$ cat config.mk
export PLATFORM = sky130hd
export DESIGN_NAME = io_expander_core
export DESIGN_NICKNAME = d
export VERILOG_FILES = /design/src/rtl/expander_pkg.sv /design/src/rtl/i2c_target_link.sv /design/src/rtl/io_expander_core.sv
export VERILOG_INCLUDE_DIRS = /design/src /design/src/rtl
export SDC_FILE = /design/constraint.sdc
export NUM_CORES = 1
export LEC_CHECK = 0
export BUFFER_PORTS_ARGS = -buffer_cell sky130_fd_sc_hd__buf_4
export CAP_MARGIN = 20
export CORE_ASPECT_RATIO = 0.6
export CORE_MARGIN = 4
export CORE_UTILIZATION = 59
export CTS_CLUSTER_SIZE = 25
export DETAILED_ROUTE_END_ITERATION = 16
export PLACE_DENSITY = 0.85
export SLEW_MARGIN = 10
export SYNTH_ARGS = -nofsm -noshare
export SYNTH_HDL_FRONTEND = slang
export SYNTH_SLANG_ARGS = --single-unit
export TNS_END_PERCENT = 5
$ cat constraint.sdc
create_clock -name aclk -period 2.9 [get_ports aclk]
set_input_delay 0.58 -clock aclk [delete_from_list [all_inputs] [get_ports aclk]]
set_output_delay 0.58 -clock aclk [all_outputs]
set_load 0.02 [all_outputs]
$ cat src/rtl/expander_params.svh
/*
  Constants of the 8-bit I/O expander core: serial register indices,
  reset values, status register bit positions and bus register offsets.
  Assumes inclusion by bare name from the expander design files.
*/
`ifndef EXPANDER_PARAMS_SVH
`define EXPANDER_PARAMS_SVH

// Register indices carried by the byte after the target address
`define EXP_IDX_INPUT 8'h00
`define EXP_IDX_OUTPUT 8'h01
`define EXP_IDX_POLARITY 8'h02
`define EXP_IDX_DIRECTION 8'h03

// Reset values: direction 1 = input, so all pins start as inputs
`define EXP_RST_DIRECTION 8'hff
`define EXP_RST_OUTPUT 8'hff
`define EXP_RST_POLARITY 8'h00

// Target address base; the select pin fills bit 0
`define EXP_ADDR_BASE 7'h20

// Bus register byte offsets
`define EXP_OFS_INPUT 8'h00
`define EXP_OFS_OUTPUT 8'h04
`define EXP_OFS_POLARITY 8'h08
`define EXP_OFS_DIRECTION 8'h0c
`define EXP_OFS_IRQ_STATUS 8'h10
`define EXP_OFS_IRQ_ENABLE 8'h14
`define EXP_OFS_IRQ_CLEAR 8'h18

// Interrupt status bits
`define EXP_EVT_ALERT 0
`define EXP_EVT_WRITE 1
`define EXP_EVT_READ 2
`define EXP_EVT_W 3

// Bus responses
`define EXP_RESP_OKAY 2'h0
`define EXP_RESP_SLVERR 2'h2

`endif

$ cat src/rtl/expander_pkg.sv
/*
  Types of the expander core's serial target engine.
  Assumes nothing beyond a SystemVerilog compiler.
*/
package expander_pkg;

  // Serial target engine states
  typedef enum logic [2:0] {
    ST_IDLE,
    ST_RX,
    ST_ACK,
    ST_TX,
    ST_TXACK
  } link_state_t;

  // Meaning of the byte being received
  typedef enum logic [1:0] {
    BK_ADDR,
    BK_INDEX,
    BK_DATA
  } byte_kind_t;

endpackage

$ cat src/rtl/i2c_target_link.sv
/*
  Two-wire serial target engine: start/stop detection, address match,
  register index and data bytes, read bytes with controller acknowledge.
  Assumes scl and sda arrive raw from pins; the system clock oversamples them.
*/
`timescale 1ns/1ps
`default_nettype none
`include "expander_params.svh"

module i2c_target_link #(
  parameter logic [6:0] ADDR_BASE = `EXP_ADDR_BASE
) (
  input wire logic aclk,
  input wire logic soft_rst,
  input wire logic scl,
  input wire logic sda_in,
  input wire logic addr_select,
  input wire logic [7:0] rd_data,
  output logic sda_oe,
  output logic [7:0] index,
  output logic wr_stb,
  output logic [7:0] wr_data,
  output logic rd_load,
  output logic rd_done
);

  // Synchroniser stages plus one history stage for edge finding
  logic [2:0] scl_sync_q;
  logic [2:0] sda_sync_q;
  logic scl_rise, scl_fall, bus_start, bus_stop, sda_bit;
  expander_pkg::link_state_t state_q;
  expander_pkg::byte_kind_t kind_q;
  logic [2:0] cnt_q; // Bit count within a byte
  logic [7:0] sh_q; // Shift register, both directions
  logic phase_q; // Second half of an acknowledge slot
  logic ack_q; // Our ack decision, or the controller's ack
  logic rw_q; // Read bit of the address byte

  // Two flops before use; the third only remembers the old level
  always_ff @(posedge aclk) begin
    if (soft_rst) begin
      scl_sync_q <= 3'h7;
      sda_sync_q <= 3'h7;
    end else begin
      scl_sync_q <= {scl_sync_q[1:0], scl};
      sda_sync_q <= {sda_sync_q[1:0], sda_in};
    end
  end

  // Line events seen by the system clock
  always_comb begin
    sda_bit = sda_sync_q[1];
    scl_rise = scl_sync_q[1] & ~scl_sync_q[2];
    scl_fall = ~scl_sync_q[1] & scl_sync_q[2];
    bus_start = scl_sync_q[1] & scl_sync_q[2] & ~sda_sync_q[1] & sda_sync_q[2];
    bus_stop = scl_sync_q[1] & scl_sync_q[2] & sda_sync_q[1] & ~sda_sync_q[2];
  end

  // Byte engine; reset returns it to idle with the line released
  always_ff @(posedge aclk) begin
    if (soft_rst) begin // RULE7
      state_q <= expander_pkg::ST_IDLE;
      kind_q <= expander_pkg::BK_ADDR;
      cnt_q <= 3'h0;
      sh_q <= 8'h00;
      phase_q <= 1'b0;
      ack_q <= 1'b0;
      rw_q <= 1'b0;
      sda_oe <= 1'b0;
      index <= 8'h00;
      wr_stb <= 1'b0;
      wr_data <= 8'h00;
      rd_load <= 1'b0;
      rd_done <= 1'b0;
    end else begin
      wr_stb <= 1'b0;
      rd_load <= 1'b0;
      rd_done <= 1'b0;
      if (bus_start) begin
        // Start or repeated start always restarts at the address byte
        state_q <= expander_pkg::ST_RX;
        kind_q <= expander_pkg::BK_ADDR;
        cnt_q <= 3'h0;
        phase_q <= 1'b0;
        sda_oe <= 1'b0;
      end else if (bus_stop) begin
        state_q <= expander_pkg::ST_IDLE;
        sda_oe <= 1'b0;
      end else begin
        unique case (state_q)
          expander_pkg::ST_IDLE: begin
            // Wait for a start; after a foreign address the rest of its frame stays here
          end
          expander_pkg::ST_RX: begin
            if (scl_rise) begin
              sh_q <= {sh_q[6:0], sda_bit};
              cnt_q <= cnt_q + 3'h1;
              if (cnt_q == 3'h7) begin
                state_q <= expander_pkg::ST_ACK;
                phase_q <= 1'b0;
                unique case (kind_q)
                  expander_pkg::BK_ADDR: begin
                    ack_q <= (sh_q[6:0] == {ADDR_BASE[6:1], addr_select}); // RULE9 RULE11
                    rw_q <= sda_bit;
                  end
                  expander_pkg::BK_INDEX: begin
                    ack_q <= 1'b1;
                    index <= {sh_q[6:0], sda_bit}; // RULE13
                  end
                  expander_pkg::BK_DATA: begin
                    ack_q <= 1'b1;
                    wr_data <= {sh_q[6:0], sda_bit};
                    wr_stb <= 1'b1;
                  end
                  default: ack_q <= 1'b0;
                endcase
              end
            end
          end
          expander_pkg::ST_ACK: begin
            if (scl_fall && !phase_q) begin
              // Pull low through the ninth clock when acknowledging
              sda_oe <= ack_q;
              phase_q <= 1'b1;
            end else if (scl_fall) begin
              phase_q <= 1'b0;
              if (!ack_q) begin
                sda_oe <= 1'b0;
                state_q <= expander_pkg::ST_IDLE;
              end else if (kind_q == expander_pkg::BK_ADDR && rw_q) begin
                state_q <= expander_pkg::ST_TX;
                sh_q <= rd_data; // RULE6
                sda_oe <= ~rd_data[7];
                rd_load <= 1'b1;
              end else begin
                sda_oe <= 1'b0;
                state_q <= expander_pkg::ST_RX;
                kind_q <= (kind_q == expander_pkg::BK_ADDR) ? expander_pkg::BK_INDEX
                                                              : expander_pkg::BK_DATA;
              end
            end
          end
          expander_pkg::ST_TX: begin
            if (scl_rise) begin
              sh_q <= {sh_q[6:0], 1'b0};
              cnt_q <= cnt_q + 3'h1;
              if (cnt_q == 3'h7) begin
                state_q <= expander_pkg::ST_TXACK;
                phase_q <= 1'b0;
              end
            end else if (scl_fall) begin
              sda_oe <= ~sh_q[7];
            end
          end
          expander_pkg::ST_TXACK: begin
            if (scl_fall && !phase_q) begin
              sda_oe <= 1'b0; // Free the line for the controller
            end else if (scl_rise) begin
              // Ack or nack bit: the read counts as done here
              phase_q <= 1'b1;
              ack_q <= ~sda_bit;
              rd_done <= 1'b1; // RULE10
            end else if (scl_fall) begin
              phase_q <= 1'b0;
              if (ack_q) begin
                state_q <= expander_pkg::ST_TX;
                sh_q <= rd_data;
                sda_oe <= ~rd_data[7];
                rd_load <= 1'b1;
              end else begin
                state_q <= expander_pkg::ST_IDLE;
              end
            end
          end
        endcase
      end
    end
  end

endmodule // i2c_target_link
`default_nettype wire

$ cat src/rtl/io_expander_core.sv
/*
  Core of an 8-bit I/O expander reached as a serial two-wire target,
  with change alert, external reset, address select and a bus slave
  that mirrors the registers and carries an interrupt unit.
  Assumes all pins are asynchronous to aclk; pad logic resolves the
  open-drain and tri-state wires from the enables.
*/
// Contract
// RULE1: Four 8-bit per-pin registers
// RULE2: All pins are inputs after power up
// RULE3: Direction bits set each pin's direction
// RULE4: Input register samples, output register drives
// RULE5: Polarity bit inverts the reported input
// RULE6: Every register reads back its contents
// RULE7: Reset pin acts like power-on reset
// RULE8: Alert when input differs from captured value
// RULE9: Select pin picks one of two addresses
// RULE10: Alert clears on return or input read
// RULE11: Outputs and foreign traffic never alert
// RULE12: Output pins drive their output register bit
// RULE13: Index byte after address picks register
// RULE14: Defaults: inputs, outputs ones, no inversion
`timescale 1ns/1ps
`default_nettype none
`include "expander_params.svh"

module io_expander_core #(
  parameter int ADDR_W = 8,
  parameter int PINS = 8
) (
  input wire logic aclk,
  input wire logic aresetn,
  input wire logic ext_reset_n,
  input wire logic addr_select,
  input wire logic scl,
  input wire logic sda_in,
  output logic sda_out,
  output logic sda_oe,
  input wire logic [PINS-1:0] expander_pins_in,
  output logic [PINS-1:0] expander_pins_out,
  output logic [PINS-1:0] expander_pins_oe,
  output logic alert_n_out,
  output logic alert_n_oe,
  output logic irq,
  input wire logic awvalid,
  output logic awready,
  input wire logic [ADDR_W-1:0] awaddr,
  input wire logic [2:0] awprot,
  input wire logic wvalid,
  output logic wready,
  input wire logic [31:0] wdata,
  input wire logic [3:0] wstrb,
  output logic bvalid,
  input wire logic bready,
  output logic [1:0] bresp,
  input wire logic arvalid,
  output logic arready,
  input wire logic [ADDR_W-1:0] araddr,
  input wire logic [2:0] arprot,
  output logic rvalid,
  input wire logic rready,
  output logic [31:0] rdata,
  output logic [1:0] rresp
);

  // Reset pin synchroniser, reset only by the system reset
  logic [1:0] ext_rst_sync_q;
  logic soft_rst; // High while either reset is active
  // Pin and select synchronisers
  logic [PINS-1:0] pins_meta_q, pins_sync_q;
  logic [1:0] sel_sync_q;
  // The three writable expander registers, then alert capture state
  logic [PINS-1:0] direction_q; // 1 = input
  logic [PINS-1:0] output_q; // RULE1
  logic [PINS-1:0] polarity_q;
  logic [PINS-1:0] captured_q; // Raw level last reported to a reader
  logic [PINS-1:0] load_raw_q; // Raw level loaded into a read byte
  logic load_was_input_q; // That read byte was the input port
  logic capture_init_q; // First cycle after reset: take a snapshot
  // Alert and interrupt state
  logic alert_now;
  logic [`EXP_EVT_W-1:0] irq_status_q, irq_enable_q, irq_events;
  // Serial engine hand-off
  logic [7:0] link_index, link_wr_data, link_rd_data;
  logic link_wr_stb, link_rd_load, link_rd_done;
  // Bus slave bookkeeping
  logic aw_held_q, w_held_q;
  logic [ADDR_W-1:0] aw_addr_q;
  logic [31:0] w_data_q;
  logic [3:0] w_strb_q;
  logic do_write, clear_hit;
  logic [`EXP_EVT_W-1:0] clear_bits;

  // Reported input byte: live level with per-pin inversion
  function automatic logic [PINS-1:0] input_view(input logic [PINS-1:0] raw, input logic [PINS-1:0] inv);
    input_view = raw ^ inv; // RULE5
  endfunction

  // Register read by serial index
  function automatic logic [7:0] index_read(input logic [7:0] idx);
    unique case (idx)
      `EXP_IDX_INPUT: index_read = 8'(input_view(pins_sync_q, polarity_q)); // RULE4
      `EXP_IDX_OUTPUT: index_read = 8'(output_q);
      `EXP_IDX_POLARITY: index_read = 8'(polarity_q);
      `EXP_IDX_DIRECTION: index_read = 8'(direction_q);
      default: index_read = 8'h00;
    endcase
  endfunction

  // Reset pin passes two flops before it can reset anything
  always_ff @(posedge aclk) begin
    if (!aresetn) begin
      ext_rst_sync_q <= 2'h0;
    end else begin
      ext_rst_sync_q <= {ext_rst_sync_q[0], ext_reset_n};
    end
  end

  assign soft_rst = !aresetn || !ext_rst_sync_q[1]; // RULE7

  // Pins run free so the post-reset snapshot sees live levels, not zeros
  always_ff @(posedge aclk) begin
    pins_meta_q <= expander_pins_in;
    pins_sync_q <= pins_meta_q;
    if (soft_rst) begin
      sel_sync_q <= 2'h0;
    end else begin
      sel_sync_q <= {sel_sync_q[0], addr_select};
    end
  end

  // Serial target engine
  i2c_target_link #(
    .ADDR_BASE(`EXP_ADDR_BASE)
  ) u_link (
    .aclk(aclk),
    .soft_rst(soft_rst),
    .scl(scl),
    .sda_in(sda_in),
    .addr_select(sel_sync_q[1]),
    .rd_data(link_rd_data),
    .sda_oe(sda_oe),
    .index(link_index),
    .wr_stb(link_wr_stb),
    .wr_data(link_wr_data),
    .rd_load(link_rd_load),
    .rd_done(link_rd_done)
  );

  always_comb link_rd_data = index_read(link_index); // RULE6 RULE13

  // Writable registers; the input port ignores writes
  always_ff @(posedge aclk) begin
    if (soft_rst) begin // RULE14
      direction_q <= PINS'(`EXP_RST_DIRECTION); // RULE2
      output_q <= PINS'(`EXP_RST_OUTPUT);
      polarity_q <= PINS'(`EXP_RST_POLARITY);
    end else if (link_wr_stb) begin
      unique case (link_index)
        `EXP_IDX_OUTPUT: output_q <= PINS'(link_wr_data);
        `EXP_IDX_POLARITY: polarity_q <= PINS'(link_wr_data);
        `EXP_IDX_DIRECTION: direction_q <= PINS'(link_wr_data); // RULE3
        default: ;
      endcase
    end
  end

  // Pin drivers; an input pin is left floating
  always_ff @(posedge aclk) begin
    if (soft_rst) begin
      expander_pins_oe <= '0;
      expander_pins_out <= PINS'(`EXP_RST_OUTPUT);
    end else begin
      expander_pins_oe <= ~direction_q; // RULE12 RULE3
      expander_pins_out <= output_q; // RULE12 RULE4
    end
  end

  // Remember the raw level sent in each read byte
  always_ff @(posedge aclk) begin
    if (soft_rst) begin
      load_raw_q <= '0;
      load_was_input_q <= 1'b0;
    end else if (link_rd_load) begin
      load_raw_q <= pins_sync_q;
      load_was_input_q <= (link_index == `EXP_IDX_INPUT);
    end
  end

  // Captured level: taken after reset and at the ack slot of an input read.
  // The stored level is the one sent in the byte, so a change after the byte was loaded still alerts.
  always_ff @(posedge aclk) begin
    if (soft_rst) begin
      captured_q <= '0;
      capture_init_q <= 1'b1;
    end else if (capture_init_q) begin
      captured_q <= pins_sync_q;
      capture_init_q <= 1'b0;
    end else if (link_rd_done && load_was_input_q) begin
      captured_q <= load_raw_q; // RULE10
    end
  end

  // Alert: inputs only, and it drops by itself when the pin returns
  assign alert_now = !capture_init_q && |((pins_sync_q ^ captured_q) & direction_q); // RULE8 RULE10 RULE11

  // Open-drain alert; enable high pulls the line low
  always_ff @(posedge aclk) begin
    if (soft_rst) begin
      alert_n_oe <= 1'b0;
      alert_n_out <= 1'b0;
      sda_out <= 1'b0;
    end else begin
      alert_n_oe <= alert_now; // RULE8
      alert_n_out <= 1'b0;
      sda_out <= 1'b0;
    end
  end

  // Interrupt events: new alert, serial write, serial read done
  always_comb begin
    irq_events = '0;
    irq_events[`EXP_EVT_ALERT] = alert_now & ~alert_n_oe;
    irq_events[`EXP_EVT_WRITE] = link_wr_stb;
    irq_events[`EXP_EVT_READ] = link_rd_done;
  end

  // Sticky status; a new event wins over a clear in the same cycle
  always_ff @(posedge aclk) begin
    if (soft_rst) begin
      irq_status_q <= '0;
    end else begin
      irq_status_q <= (irq_status_q & ~clear_bits) | irq_events;
    end
  end

  // Level interrupt from enabled status bits
  always_ff @(posedge aclk) begin
    if (soft_rst) begin
      irq <= 1'b0;
    end else begin
      irq <= |(((irq_status_q & ~clear_bits) | irq_events) & irq_enable_q);
    end
  end

  // Write address and data are taken in either order
  assign do_write = aw_held_q && w_held_q && !bvalid;
  assign clear_hit = do_write && aw_addr_q == ADDR_W'(`EXP_OFS_IRQ_CLEAR) && w_strb_q[0];
  assign clear_bits = clear_hit ? w_data_q[`EXP_EVT_W-1:0] : '0;

  // Write channels and response; system reset only, so the pin reset never eats a handshake
  always_ff @(posedge aclk) begin
    if (!aresetn) begin
      awready <= 1'b1;
      wready <= 1'b1;
      aw_held_q <= 1'b0;
      w_held_q <= 1'b0;
      aw_addr_q <= '0;
      w_data_q <= 32'h00000000;
      w_strb_q <= 4'h0;
      bvalid <= 1'b0;
      bresp <= `EXP_RESP_OKAY;
      irq_enable_q <= '0;
    end else begin
      if (awvalid && awready) begin
        aw_held_q <= 1'b1;
        aw_addr_q <= awaddr;
        awready <= 1'b0;
      end
      if (wvalid && wready) begin
        w_held_q <= 1'b1;
        w_data_q <= wdata;
        w_strb_q <= wstrb;
        wready <= 1'b0;
      end
      if (do_write) begin
        bvalid <= 1'b1;
        // Only enable and clear are writable from this side
        if (aw_addr_q == ADDR_W'(`EXP_OFS_IRQ_ENABLE)) begin
          bresp <= `EXP_RESP_OKAY;
          if (w_strb_q[0]) begin
            irq_enable_q <= w_data_q[`EXP_EVT_W-1:0];
          end
        end else if (aw_addr_q == ADDR_W'(`EXP_OFS_IRQ_CLEAR)) begin
          bresp <= `EXP_RESP_OKAY;
        end else begin
          bresp <= `EXP_RESP_SLVERR;
        end
      end
      if (bvalid && bready) begin
        bvalid <= 1'b0;
        aw_held_q <= 1'b0;
        w_held_q <= 1'b0;
        awready <= 1'b1;
        wready <= 1'b1;
      end
    end
  end

  // Read channel: one cycle from address to data; system reset only
  always_ff @(posedge aclk) begin
    if (!aresetn) begin
      arready <= 1'b1;
      rvalid <= 1'b0;
      rdata <= 32'h00000000;
      rresp <= `EXP_RESP_OKAY;
    end else if (arvalid && arready) begin
      arready <= 1'b0;
      rvalid <= 1'b1;
      rresp <= `EXP_RESP_OKAY;
      unique case (araddr)
        ADDR_W'(`EXP_OFS_INPUT): rdata <= 32'(index_read(`EXP_IDX_INPUT));
        ADDR_W'(`EXP_OFS_OUTPUT): rdata <= 32'(index_read(`EXP_IDX_OUTPUT));
        ADDR_W'(`EXP_OFS_POLARITY): rdata <= 32'(index_read(`EXP_IDX_POLARITY));
        ADDR_W'(`EXP_OFS_DIRECTION): rdata <= 32'(index_read(`EXP_IDX_DIRECTION));
        ADDR_W'(`EXP_OFS_IRQ_STATUS): rdata <= 32'(irq_status_q);
        ADDR_W'(`EXP_OFS_IRQ_ENABLE): rdata <= 32'(irq_enable_q);
        default: begin
          // Clear register and holes read zero with an error
          rdata <= 32'h00000000;
          rresp <= `EXP_RESP_SLVERR;
        end
      endcase
    end else if (rvalid && rready) begin
      rvalid <= 1'b0;
      arready <= 1'b1;
    end
  end

endmodule // io_expander_core
`default_nettype wire

==> qor.yml <==
status:
  status: "finished clean"
floorplanning:
  rows: 30
  die_y_um: 92.63
  start_util_pct: 61.31
  io_pins: 139
  fp.dieW_um: 149.0
  die-area_um2: 13800
  core_um2: 11490
layout:
  fill_cells: 840
  drive_above_1_share_pct: 15.99
  synthToLayoutAreaGrowth_pct: 15.49
  antenna_cells: 0
  layout.nets: 903
  finalCoreUtilization_pct: 70.81
power_and_ir_drop:
  vdd_drop_max_mv: 0.4201
  p_per_area_nw_per_um2: 594.1
  leakagePower_nw: 3.306
clocking:
  insertion_delay_ns: 0.42
  clk_pin_slew_ns: 0.07
  cts-resized-gates: 0
  cts-root-buf: "clkbuf_16"
  clkSinkCount: 160
  cts_tree: "built"
  postCtsSetupBuffers: 0
  cts_buffers: 17
  h-tree-depth: 4
  clock_path_buffers: 2
  postCtsHoldBufs: 0
global_routing:
  grt_pass1_vias: 5656
  grtUsageTotal_pct: 26.45
  overflow: 0
  grt_pass1_wl_um: 28830
  antenna_found_initial: 0
  grt_max_degree: 39
detailed_routing:
  vias: 5810
  avgRoutedWirePerCell_um: 18.25
  routed_wl_um: 18110
  postRouteAntennaNets: 0
  drcViolationCount: 0
  routed_via_density: 5.857
  firstDrtPassIters: 6
  drt_first_iter_violations: 711
place:
  portBuffers: 72
  detailed_place_hpwl_um: 12770
  place.gp.congestion: 0.9249
sta:
  setup_viol: 0
  maxSlewViolCount: 0
  tns_ns: 0
  slew-limit-headroom_pct: 38.52
  rsz0062_at_grt: "false"
  hold_viol: 0
  min_period_ns: 2.270
  period_share_pct: 78.27
  fmax_ghz: 0.4405
  skew_ns: 0.01047
  worst_pin_slew_ns: 0.9126
setup_path:
  r2r_start: "u_link.state_q[0]$_SDFFE_PP0P_"
  worstSetupPathDepth: 5
  crit_chain: "nand4bb_1, o32ai_1, nand2b_1, mux2i_1, nor2_1"
  cp_slowest_cell: "dfxtp_1"
  path_delay_family: "flip-flops"
  critPathMaxFanout: 21
  cp_num_buf_inv: 0
  worstPathRequired_ns: 3.19
  cp-start-kind: "flip-flop"
  r2r-end: "u_link.state_q[0]$_SDFFE_PP0P_"
  end_kind: "flip-flop"
  reg2regPathDepth: 5
  crit_path_end: "u_link.state_q[0]$_SDFFE_PP0P_"
  reg2reg_slack_ns: 0.63
  cp.arrival_ns: 2.56
  worstSetupPathType: "flip-flop to flip-flop"
  crit_start: "u_link.state_q[0]$_SDFFE_PP0P_"
  slowest_delay_ns: 0.76
synth:
  ys_ff_latch: 160
  synth.avg_cell_area_um2: 9.181
  synth_top_area_share_pct: 45.49
  yosysWarnings: 0
  yosysSeqAreaShare_pct: 45.49
  synthArstFlopShare_pct: 0
  synth.distinct_cells: 80
  synth.cell_area_um2: 7042
  netlist_top_cells_area: "dfxtp_1 45%, mux2i_1 7.1%, nand2_1 4.5%"
  synth_edf_count: 0
  synthTopCellsByCount: "160 x dfxtp_1, 85 x nand2_1, 59 x nor2_1, 50 x mux2i_1, 48 x nand3_1"
  synth_ff_type: "dfxtp_1"
  syn_inst: 767
  synth.most_common_cell: "dfxtp_1"
  yosysTopAreaCell: "dfxtp_1"
worst_hold_path:
  hp-class: "input port to flip-flop"
flow_run:
  drv_cap: 0
-- cells by family (layout without fill, tap and decap cells) --
group                      Yosys count  count (layout)  synth area share (%)
other                                1              28               0.05325
AOI/OAI and AO/OA                  146             146                 14.37
muxes                               54              54                 7.907
xor gates and xnor gates            28              28                 3.483
adders and majority gates            6               6                 1.066
buffers and inverters               82             120                 6.414
DFF                                160             160                 45.49
and+or+nand+nor                    290             290                 21.22
-- worst min-delay path by stage --
stage                                 startpoint                      to  cells after the start
after detailed placement  pins_meta_q[2]$_DFF_P_  pins_sync_q[2]$_DFF_P_                      0
after global placement    pins_meta_q[2]$_DFF_P_  pins_sync_q[2]$_DFF_P_                      0
after floorplan           pins_meta_q[0]$_DFF_P_  pins_sync_q[0]$_DFF_P_                      0
after global routing         expander_pins_in[2]  pins_meta_q[2]$_DFF_P_                      1
after CTS                    expander_pins_in[2]  pins_meta_q[2]$_DFF_P_                      1
final                        expander_pins_in[2]  pins_meta_q[2]$_DFF_P_                      1
-- worst register-to-register path: stages (launching register included) --
cell and delay, ns:
dfxtp_1 0.76, nand4bb_1 0.43, o32ai_1 0.50, nand2b_1 0.21, mux2i_1 0.20, nor2_1 0.05
-- state kept, by name, indices dropped and copies added, names as in the netlist, 8 cells and up --
signal and cells:
u_link.sh_q 8, u_link.wr_data 8, direction_q 8, captured_q 8, load_raw_q 8, output_q 8, pins_sync_q 8, pins_meta_q 8
expander_pins_out 8, rdata 8, polarity_q 8, u_link.index 8, aw_addr_q 8, expander_pins_oe 8
-- cells in the final DEF, fill, tap and decap left out, types with 5 or more instances in the layout --
master     synthesis  layout
dfxtp_1          160     160
nand2_1           85      85
buf_4             30      78
nor2_1            59      59
mux2i_1           50      50
nand3_1           48      48
a21oi_1           44      44
nand2b_1          34      34
conb_1             1      28
o21ai_0           24      24
clkbuf_16          0      17
xor2_1            15      15
xnor2_1           13      13
a21boi_0          13      13
inv_1             11      11
nor2b_1           11      11
a211oi_1          11      11
a22oi_1            9       9
and2_1             8       8
nor3_1             7       7
ha_1               6       6
nand4_1            5       5
a22o_1             5       5
-- final cells by class --
class	instances	area [um^2]	area share, %
well taps	160	200.2	2.462
flip-flops and latches	160	3203	39.38
inverters	11	41.29	0.5077
clock inverters	13	175.2	2.154
repair buffers	78	585.6	7.200
multi-input cells	552	3488	42.89
clock buffers	18	439.2	5.400
-- power by group --
| group | switching, mW | total [mW] | internal, mW |
|---|---|---|---|
| clock | 0.931 | 2.32 | 1.39 |
| combinational | 0.142 | 0.241 | 0.0988 |
| sequential | 0.0347 | 2.27 | 2.23 |
| total | 1.11 | 4.83 | 3.72 |
-- per-stage QoR --
step | instance area [um^2] | std cells | hold slack, ns | setup WS, ns | power (mW)
2_1_floorplan | 7143 | 794 | 0.3096 | 1.098 | 2.492
4_1_cts | 8133 | 992 | 0.2511 | 0.6653 | 4.844
5_1_grt | 8133 | 992 | 0.2431 | 0.3976 | 4.966
3_3_place_gp | 7518 | 961 | 0.3105 | 0.7308 | 2.543
6_report | 8133 | 992 | 0.2563 | 0.6301 | 4.832
3_5_place_dp | 7518 | 961 | 0.3121 | 0.7157 | 2.553
-- layer usage --
layer  global-route usage (%)  wire length [um]  up-vias  part of all wire [%]
met5                        0                 0        -                     0
met4                    7.235               330        0                   1.8
met3                    8.411              1945       45                    11
met2                    39.04              7946      325                    44
met1                    37.42              7886     2726                    44
li1                         -                 -     2714                     -
No activity file was read; power rests on OpenSTA's default activity.
